### src/flip_pkg.sv
// package for the first-level interrupt pending collector
// assumes an apb slave at 32-bit data, one aligned word per register
//
// Contract
// four software registers: irq pending, fiq pending, mask, routing.
// software programs mask and routing before enabling core interrupts.
// combined pending vector is 32 bits, read only, one bit per source.
// pending bits ignore the mask; masking only gates delivery.
// bit 31 rtc alarm match, bit 30 rtc one-second tick.
// bits 29..26 os timer matches 3,2,1,0.
// bits 25..20 dma channels 5..0, three sources each.
// bits 19..12 ssp, codec, uart3, uart2/high_speed_serial_port, uart1, sdlc, usb, display.
// bit 11 ors pin edges 27..11; bits 10..0 follow same-numbered pins.
// handler reads controller, then unit status, for multi-source bits.
// single-source bits are identified by controller registers alone.
// a pending request reaches the core only when its mask bit is one.
// routing bit picks fiq (one) or irq (zero) per source.
// in idle mode masks are ignored; any request raises wake.
// each pending bit is the or of source status bits, cleared at source.
// pending bits are levels, sampled each clock, no latching.
package flip_pkg;
    localparam int unsigned flip_src_count = 32;
    localparam logic [11:0] flip_off_irq_pending = 12'h000;
    localparam logic [11:0] flip_off_mask = 12'h004;
    localparam logic [11:0] flip_off_routing = 12'h008;
    localparam logic [11:0] flip_off_pending = 12'h00c;
    localparam logic [11:0] flip_off_fiq_pending = 12'h010;
    localparam logic [11:0] flip_off_int_status = 12'h014;
    localparam logic [11:0] flip_off_int_enable = 12'h018;
    localparam logic [11:0] flip_off_int_clear = 12'h01c;
    localparam logic [31:0] flip_mask_reset = 32'h0000_0000;
    localparam logic [31:0] flip_routing_reset = 32'h0000_0000;
    localparam logic [1:0] flip_int_reset = 2'h0;
    localparam int unsigned flip_bit_rtc_alarm = 31;
    localparam int unsigned flip_bit_rtc_tick = 30;
    localparam int unsigned flip_bit_ost_lo = 26;
    localparam int unsigned flip_bit_dma_lo = 20;
    localparam int unsigned flip_bit_ssp = 19;
    localparam int unsigned flip_bit_codec = 18;
    localparam int unsigned flip_bit_uart3 = 17;
    localparam int unsigned flip_bit_uart2 = 16;
    localparam int unsigned flip_bit_uart1 = 15;
    localparam int unsigned flip_bit_sdlc = 14;
    localparam int unsigned flip_bit_usb = 13;
    localparam int unsigned flip_bit_lcd = 12;
    localparam int unsigned flip_bit_gpio_hi = 11;
    localparam int unsigned flip_ev_irq = 0;
    localparam int unsigned flip_ev_fiq = 1;
endpackage

### src/flip_controller.sv
// first-level interrupt pending collector with apb registers
// assumes source units hold status until software clears them at the source
//
// Design decisions made here: the APB interface to the registers and the register offsets.
`timescale 1ns/1ps
`default_nettype none
module flip_controller (
    input wire logic core_clk,
    input wire logic rst,
    input wire logic psel,
    input wire logic penable,
    input wire logic pwrite,
    input wire logic [11:0] paddr,
    input wire logic [31:0] pwdata,
    output logic [31:0] prdata,
    output logic pready,
    output logic pslverr,
    input wire logic rtc_alarm_status,
    input wire logic rtc_tick_status,
    input wire logic [3:0] os_timer_match_status,
    input wire logic [17:0] dma_status,
    input wire logic [2:0] ssp_status,
    input wire logic [7:0] codec_status,
    input wire logic [5:0] uart3_status,
    input wire logic [11:0] uart2_high_speed_serial_port_status,
    input wire logic [5:0] uart1_status,
    input wire logic [4:0] sdlc_status,
    input wire logic [5:0] usb_status,
    input wire logic [11:0] lcd_status,
    input wire logic [27:0] gpio_edge_status,
    input wire logic idle_mode,
    output logic core_irq,
    output logic core_fiq,
    output logic wake_request,
    output logic ctrl_irq
);
    import flip_pkg::*;

    ////////////////////////////////////////////////////////////////////
    // request collection
    // every source line is a level held by its unit until software
    // clears it there; nothing here remembers a request by itself

    logic [31:0] raw_req;
    logic [5:0] dma_req;
    logic ssp_req;
    logic codec_req;
    logic uart3_req;
    logic uart2_req;
    logic uart1_req;
    logic sdlc_req;
    logic usb_req;
    logic lcd_req;
    logic gpio_upper_req;
    logic [31:0] pending_reg;

    genvar ch;
    generate
        for (ch = 0; ch < 6; ch++) begin : g_dma
            // dma channel or
            flip_source_or #(.width(3)) u_or (
                .status(dma_status[ch*3 +: 3]),
                .request(dma_req[ch])
            );
        end
    endgenerate

    // one reducer per unit
    flip_source_or #(.width(3)) u_ssp_or (
        .status(ssp_status),
        .request(ssp_req)
    );

    flip_source_or #(.width(8)) u_codec_or (
        .status(codec_status),
        .request(codec_req)
    );

    flip_source_or #(.width(6)) u_uart3_or (
        .status(uart3_status),
        .request(uart3_req)
    );

    // uart and high-speed halves of port 2 share one bit
    flip_source_or #(.width(12)) u_uart2_or (
        .status(uart2_high_speed_serial_port_status),
        .request(uart2_req)
    );

    flip_source_or #(.width(6)) u_uart1_or (
        .status(uart1_status),
        .request(uart1_req)
    );

    flip_source_or #(.width(5)) u_sdlc_or (
        .status(sdlc_status),
        .request(sdlc_req)
    );

    flip_source_or #(.width(6)) u_usb_or (
        .status(usb_status),
        .request(usb_req)
    );

    flip_source_or #(.width(12)) u_lcd_or (
        .status(lcd_status),
        .request(lcd_req)
    );

    // upper pins share bit
    flip_source_or #(.width(17)) u_gpio_or (
        .status(gpio_edge_status[27:11]),
        .request(gpio_upper_req)
    );

    always_comb begin
        raw_req = 32'h0000_0000;
        // rtc bits
        raw_req[flip_bit_rtc_alarm] = rtc_alarm_status;
        raw_req[flip_bit_rtc_tick] = rtc_tick_status;
        // os timer bits
        raw_req[flip_bit_ost_lo +: 4] = os_timer_match_status;
        raw_req[flip_bit_dma_lo +: 6] = dma_req;
        // unit bits
        raw_req[flip_bit_ssp] = ssp_req;
        raw_req[flip_bit_codec] = codec_req;
        raw_req[flip_bit_uart3] = uart3_req;
        raw_req[flip_bit_uart2] = uart2_req;
        raw_req[flip_bit_uart1] = uart1_req;
        raw_req[flip_bit_sdlc] = sdlc_req;
        raw_req[flip_bit_usb] = usb_req;
        raw_req[flip_bit_lcd] = lcd_req;
        // gpio bits
        raw_req[flip_bit_gpio_hi] = gpio_upper_req;
        raw_req[10:0] = gpio_edge_status[10:0];
    end

    // level sampling
    // one flop stage here; with the setup capture of prdata, a read may lag a line change by two cycles
    always_ff @(posedge core_clk or posedge rst) begin
        if (rst) begin
            pending_reg <= 32'h0000_0000;
        end else begin
            pending_reg <= raw_req;
        end
    end

    ////////////////////////////////////////////////////////////////////
    // delivery

    logic [31:0] mask_reg;
    logic [31:0] routing_reg;
    logic [31:0] active;
    logic [31:0] irq_pending_vector;
    logic [31:0] fiq_pending_vector;

    // idle lets any request through so the chip can resume
    // mask gates delivery; R14 idle bypasses it
    assign active = idle_mode ? pending_reg : (pending_reg & mask_reg);
    // routing one sends a source to the fiq side
    // routing split; R11 single-source bits read directly
    assign irq_pending_vector = active & ~routing_reg;
    assign fiq_pending_vector = active & routing_reg;
    assign core_irq = |irq_pending_vector;
    assign core_fiq = |fiq_pending_vector;
    // wake on any request
    assign wake_request = idle_mode & (|pending_reg);

    ////////////////////////////////////////////////////////////////////
    // apb decode
    // zero wait states: every access ends in its first access cycle

    logic wr_en;
    logic rd_setup;
    logic sel_irq;
    logic sel_fiq;
    logic sel_mask;
    logic sel_routing;
    logic sel_pending;
    logic sel_status;
    logic sel_enable;
    logic sel_clear;
    logic hit;
    logic [31:0] rd_mux;
    logic [1:0] int_status_reg;
    logic [1:0] int_enable_reg;

    assign wr_en = psel & penable & pwrite;
    // read data captured in setup so it stands through the access
    assign rd_setup = psel & ~penable & ~pwrite;
    assign pready = 1'b1;

    // full byte address compare, so misaligned offsets miss
    // R1 register set
    assign sel_irq = (paddr == flip_off_irq_pending);
    assign sel_fiq = (paddr == flip_off_fiq_pending);
    assign sel_mask = (paddr == flip_off_mask);
    assign sel_routing = (paddr == flip_off_routing);
    assign sel_pending = (paddr == flip_off_pending);
    assign sel_status = (paddr == flip_off_int_status);
    assign sel_enable = (paddr == flip_off_int_enable);
    assign sel_clear = (paddr == flip_off_int_clear);
    assign hit = sel_irq | sel_fiq | sel_mask | sel_routing |
                 sel_pending | sel_status | sel_enable | sel_clear;

    // unmapped addresses answer with an error
    assign pslverr = psel & penable & ~hit;

    ////////////////////////////////////////////////////////////////////
    // read path

    always_comb begin
        rd_mux = 32'h0000_0000;
        case (paddr)
            flip_off_irq_pending: rd_mux = irq_pending_vector;
            flip_off_fiq_pending: rd_mux = fiq_pending_vector;
            flip_off_mask: rd_mux = mask_reg;
            flip_off_routing: rd_mux = routing_reg;
            // combined vector; R4 unmasked
            flip_off_pending: rd_mux = pending_reg;
            flip_off_int_status: rd_mux = {30'h0, int_status_reg};
            flip_off_int_enable: rd_mux = {30'h0, int_enable_reg};
            // clear register is write only and reads back zero
            flip_off_int_clear: rd_mux = 32'h0000_0000;
            default: rd_mux = 32'h0000_0000;
        endcase
    end

    // writes leave the last read data standing
    always_ff @(posedge core_clk or posedge rst) begin
        if (rst) begin
            prdata <= 32'h0000_0000;
        end else if (rd_setup) begin
            prdata <= rd_mux;
        end
    end

    ////////////////////////////////////////////////////////////////////
    // mask and routing
    // software initialises these
    // zero reset keeps delivery off outside idle mode until software sets masks

    always_ff @(posedge core_clk or posedge rst) begin
        if (rst) begin
            mask_reg <= flip_mask_reset;
        end else if (wr_en & sel_mask) begin
            mask_reg <= pwdata;
        end
    end

    always_ff @(posedge core_clk or posedge rst) begin
        if (rst) begin
            routing_reg <= flip_routing_reset;
        end else if (wr_en & sel_routing) begin
            routing_reg <= pwdata;
        end
    end

    ////////////////////////////////////////////////////////////////////
    // block interrupt: sticky events on core_irq / core_fiq rising

    logic [1:0] line_now;
    logic [1:0] line_d_reg;
    logic [1:0] rise;
    logic [1:0] clr;

    always_comb begin
        line_now = 2'h0;
        line_now[flip_ev_irq] = core_irq;
        line_now[flip_ev_fiq] = core_fiq;
    end

    assign rise = line_now & ~line_d_reg;
    // write one clears; a rise in the same cycle still wins
    assign clr = (wr_en & sel_clear) ? pwdata[1:0] : 2'h0;

    // resets low like both lines, so no false rise after reset
    always_ff @(posedge core_clk or posedge rst) begin
        if (rst) begin
            line_d_reg <= 2'h0;
        end else begin
            line_d_reg <= line_now;
        end
    end

    // set wins over clear
    always_ff @(posedge core_clk or posedge rst) begin
        if (rst) begin
            int_status_reg <= flip_int_reset;
        end else begin
            int_status_reg <= (int_status_reg & ~clr) | rise;
        end
    end

    always_ff @(posedge core_clk or posedge rst) begin
        if (rst) begin
            int_enable_reg <= flip_int_reset;
        end else if (wr_en & sel_enable) begin
            int_enable_reg <= pwdata[1:0];
        end
    end

    // level output, held until software clears the status bit or its enable bit
    assign ctrl_irq = |(int_status_reg & int_enable_reg);

endmodule // flip_controller
`default_nettype wire

### src/flip_source_or.sv
// reduces grouped second-level status lines to one request bit per group (unit, dma channel or upper gpio pins)
// assumes status lines are synchronous levels from the source units
`timescale 1ns/1ps
`default_nettype none
module flip_source_or #(
    parameter int unsigned width = 3
) (
    input wire logic [width-1:0] status,
    output logic request
);
    // R15 or of status
    assign request = |status;
endmodule // flip_source_or
`default_nettype wire

### config.mk
export PLATFORM = sky130hd
export DESIGN_NAME = flip_controller
export DESIGN_NICKNAME = d
export VERILOG_FILES = /design/src/flip_pkg.sv /design/src/flip_controller.sv /design/src/flip_source_or.sv
export SDC_FILE = /design/constraint.sdc
export NUM_CORES = 1
export LEC_CHECK = 0
export BUFFER_PORTS_ARGS = -buffer_cell sky130_fd_sc_hd__buf_2
export CAP_MARGIN = 20
export CORE_ASPECT_RATIO = 1.2
export CORE_MARGIN = 10
export CORE_UTILIZATION = 40
export DETAILED_ROUTE_END_ITERATION = 6
export GPL_TIMING_DRIVEN = 0
export PLACE_DENSITY_LB_ADDON = 0.3
export SETUP_SLACK_MARGIN = 0.2
export SLEW_MARGIN = 0
export SYNTH_ARGS = -nofsm -noshare
export SYNTH_HDL_FRONTEND = slang
export SYNTH_SLANG_ARGS = --single-unit
### constraint.sdc
create_clock -name core_clk -period 11 [get_ports core_clk]
set_input_delay 1.65 -clock core_clk [delete_from_list [all_inputs] [get_ports core_clk]]
set_output_delay 1.65 -clock core_clk [all_outputs]
set_load 0.05 [all_outputs]
==> summary.txt <==
============================================================================================
Status ........................................................................ complete, but fails checks
Post-synth top flop ...........................................................      dfrtp_1
CTS tree ......................................................................         done
Max-slew violation count ......................................................            0
Adder-cell area share of the yosys netlist ....................................           0%
Number of sinks on the clock net ..............................................          134
Internal cell power ...........................................................       909 uW
Setup TNS after final layout ..................................................         0 ns
Per-cell routed wire length ...................................................      22.3 um
Relative slew margins .........................................................        44.3%
Largest stage delay on the critical path ......................................      0.46 ns
Top delay family on crit path ................................................. buffers and inverters
Count of buffers inserted at the top-level ports ..............................          195
DIE AREA ......................................................................   22,800 um2
Transition time at the pin with the least slew margin .........................     0.835 ns
Switching power total .........................................................       279 uW
Worst hold path type .......................................................... flip-flop to flip-flop
Number of gates resized after cts .............................................            0
Final Worst Setup Slack .......................................................      5.22 ns
Synth Register Bits ...........................................................          134
Power share of the sequential group ...........................................        42.5%
Number of flops mapped to enable cells by yosys ...............................            0
Final worst path period need ..................................................      5.78 ns
Achievable frequency ..........................................................    0.173 GHz
Setup repair after global routing missed its margin ...........................           no
Compound-gate portion of the synthesized area .................................        20.0%
CTS clk-pin slew, worst paths .................................................      0.05 ns
Overall via count from detail_route ...........................................        6,822
Final antenna-violating net count .............................................            0
Critical path peak fanout .....................................................           10
Maximum buffer depth of the clock tree ........................................            2
Overall global routing resource usage .........................................        21.7%
Wire length of the first global-routing pass ..................................      38.9 mm
DRT Pass-1 Iters ..............................................................            7
Cell Pwr Density ..............................................................   136 nW/um2
IO Count ......................................................................          198
Warnings, synthesis ...........................................................            0
Number of hold-slack violations in the final timing report ....................            0
Per-cell via count in the routed design .......................................         5.99
Number of setup violations in the final report ................................            0
Buffers and inverters on the worst path .......................................            5
Required time at the endpoint of the critical path ............................      9.35 ns
Initial drt markers ...........................................................          904
Cell Area, Synth ..............................................................     6850 um2
Synth unique cells ............................................................           50
Highest-count cells in the layout ignoring fill and taps ...................... buf_2 (201), dfrtp_1 (134), o21ai_0 (81)
Cell chain of the critical path ............................................... buf_2, buf_6, buf_6, clkbuf_1, or2_2, a222oi_1, o211ai_1, nor3_1, nand2_1, buf_2
Number of max-cap violations ..................................................            0
Sum of routed wire length over all layers .....................................      25.4 mm
Post-route cell area ..........................................................     8730 um2
Area of the core region .......................................................   16,900 um2
Basic-gate share of the synthesized area counting and, or, nand and nor cells .        16.2%
Root cell of the clock tree ...................................................    clkbuf_16
Setup crit end kind ...........................................................   output pin
Number of setup buffers added after CTS .......................................            0
Share of final-layout standard cells stronger than drive strength 1 ...........        33.2%
Average instance area after synthesis .........................................     9.85 um2
Post-Route Hold Slack .........................................................     0.475 ns
Number of hold buffers added after cts ........................................            0
Grt ovf .......................................................................            0
Area post-placement ...........................................................     8130 um2
Largest net degree at the start of global routing .............................           95
Crit Path Class ............................................................... input pin to output pin
Overall die width .............................................................       139 um
Die height ....................................................................       163 um
Maximum ir drop on the vdd rail ...............................................    0.0767 mV
Largest family of logic cells by synthesized area ............................. compound AO/OA/AOI/OAI gates
Fin nets ......................................................................        1,070
Number of H-tree branching levels .............................................            4
Global placement routability congestion .......................................        0.954
Critical-path top delay cell ..................................................       nor3_1
Multiplexer fraction of the synthesized cell area .............................        10.5%
Number of buffers created by CTS ..............................................           17
Count of mapped cells out of synthesis ........................................          695
Max Clock Skew ................................................................   0.00894 ns
HPWL after DPL ................................................................      19.2 mm
Switching Fraction ............................................................        23.5%
Number of DRC violations after detailed routing ...............................            1
Share of the clock period used by the worst path after layout .................        52.5%
Most common cell after layout, fill and taps aside ............................        buf_2
Critical Path Source Type .....................................................    input pin
Sequential element share of the synthesized area ..............................        49.0%
Reported leakage power ........................................................      3.98 nW
Arrival time at the worst endpoint ............................................      4.13 ns
Worst setup slack before clock tree synthesis .................................      5.35 ns
Via count of the first global-routing pass ....................................        6,970
Number of filler instances in the final layout ................................        1,578
Initial Util ..................................................................        40.6%
Relative area change from synthesis to final layout ...........................        27.5%
Clk_lat worst skew ............................................................      0.43 ns
Synth Area in XOR/XNOR ........................................................       0.512%
Synth async-reset ratio .......................................................         100%
Number of antenna violations at the first check in global routing .............            0
Part of the total power dissipated in combinational logic .....................         8.1%
Row Count .....................................................................           52
Nets in the synthesized netlist ...............................................          855
Violated checks ...............................................................          DRC
Clock share of power ..........................................................        49.4%
============================================================================================
-- path summary, 6_finish.rpt --
path                              startpoint                end  slack [ns]  cells after the start
worst max-delay path               idle_mode           core_irq        5.22                     10
worst min-delay path               prdata[4]          prdata[4]        0.47                      2
worst max register to register  mask_reg[27]  int_status_reg[1]        8.72                      5
worst min register to register     prdata[4]          prdata[4]        0.47                      2
max in group asynchronous                rst         prdata[11]        8.99                      3
min in group asynchronous                rst    pending_reg[20]        1.22                      2
-- power groups by stage --
stage / Sequential, mW / Clock [mW] / Combinational, mW
floorplan: 0.510 / 0 / 0.0454
global placement: 0.514 / 0 / 0.0924
detailed placement: 0.513 / 0 / 0.0952
CTS: 0.505 / 0.590 / 0.0955
global route: 0.505 / 0.614 / 0.105
finish: 0.505 / 0.586 / 0.0964
-- synth_stat cells (all sizes together), types with 4 or more instances --
library cell  count  area (um2)
clkbuf           27         101
o21ai            93         465
nor3             15        80.1
nand2            68         255
a31oi            10        62.6
or3              13        86.3
and3              8        50.1
a222oi            8        80.1
o32ai             4        35.0
a22o              4        35.0
nor2             21        78.8
a21oi            24         120
xor2              4        35.0
a2bb2oi           7        61.3
o211ai           39         293
or4               5        37.5
buf              15        90.1
o22ai            13        81.3
dfrtp           134        3350
nor2b            15        93.8
nor4             26         169
o2111ai           6        52.6
mux2             62         698
nand3            26         130
a221oi            4        35.0
nand4             6        37.5
inv              16        60.1
-- final cells by class --
class                      instances  area [um2]  share of cell area [%]
multi-input combinational        503        3240                    37.1
inverter                          16        65.1                   0.745
antenna                            1        2.50                  0.0287
timing repair buffer             196        1000                    11.5
clock inverter                     8         123                    1.40
tap                              216         270                    3.10
buffer                            42         191                    2.19
clock buffer                      23         478                    5.48
sequential                       134        3350                    38.4
-- kinds of logic after synthesis --
logic type,count (synthesis)
AOI/OAI and AO/OA,218
xor gates and xnor gates,4
buffers and inverters,58
DFF,134
muxes,64
other,1
and+or+nand+nor,216
-- tightest hold or removal path, delay by kind of cell (launching register included) --
kind             cells  cell delay [ns]
AO/OA/AOI/OAI        1             0.06
flip-flops           1             0.33
AND/OR/NAND/NOR      1             0.05
-- layer usage --
layer / vias up / track usage, % / wire length, um
met3: 81 / 6.16 / 2550
met1: 3233 / 26.2 / 10100
met5: - / 0 / 0
li1: 3067 / - / -
met4: 0 / 10.3 / 1050
met2: 441 / 35.0 / 11800
-- stage by stage --
step,utilization [%],instances,power (mW)
2_1_floorplan,-,695,0.556
3_3_place_gp,48.0,1106,0.606
3_5_place_dp,48.2,1107,0.609
4_1_cts,51.8,1138,1.19
5_1_grt,51.8,1138,1.22
6_report,51.8,1139,1.19
Note: power is estimated with default switching activity, not from simulation.
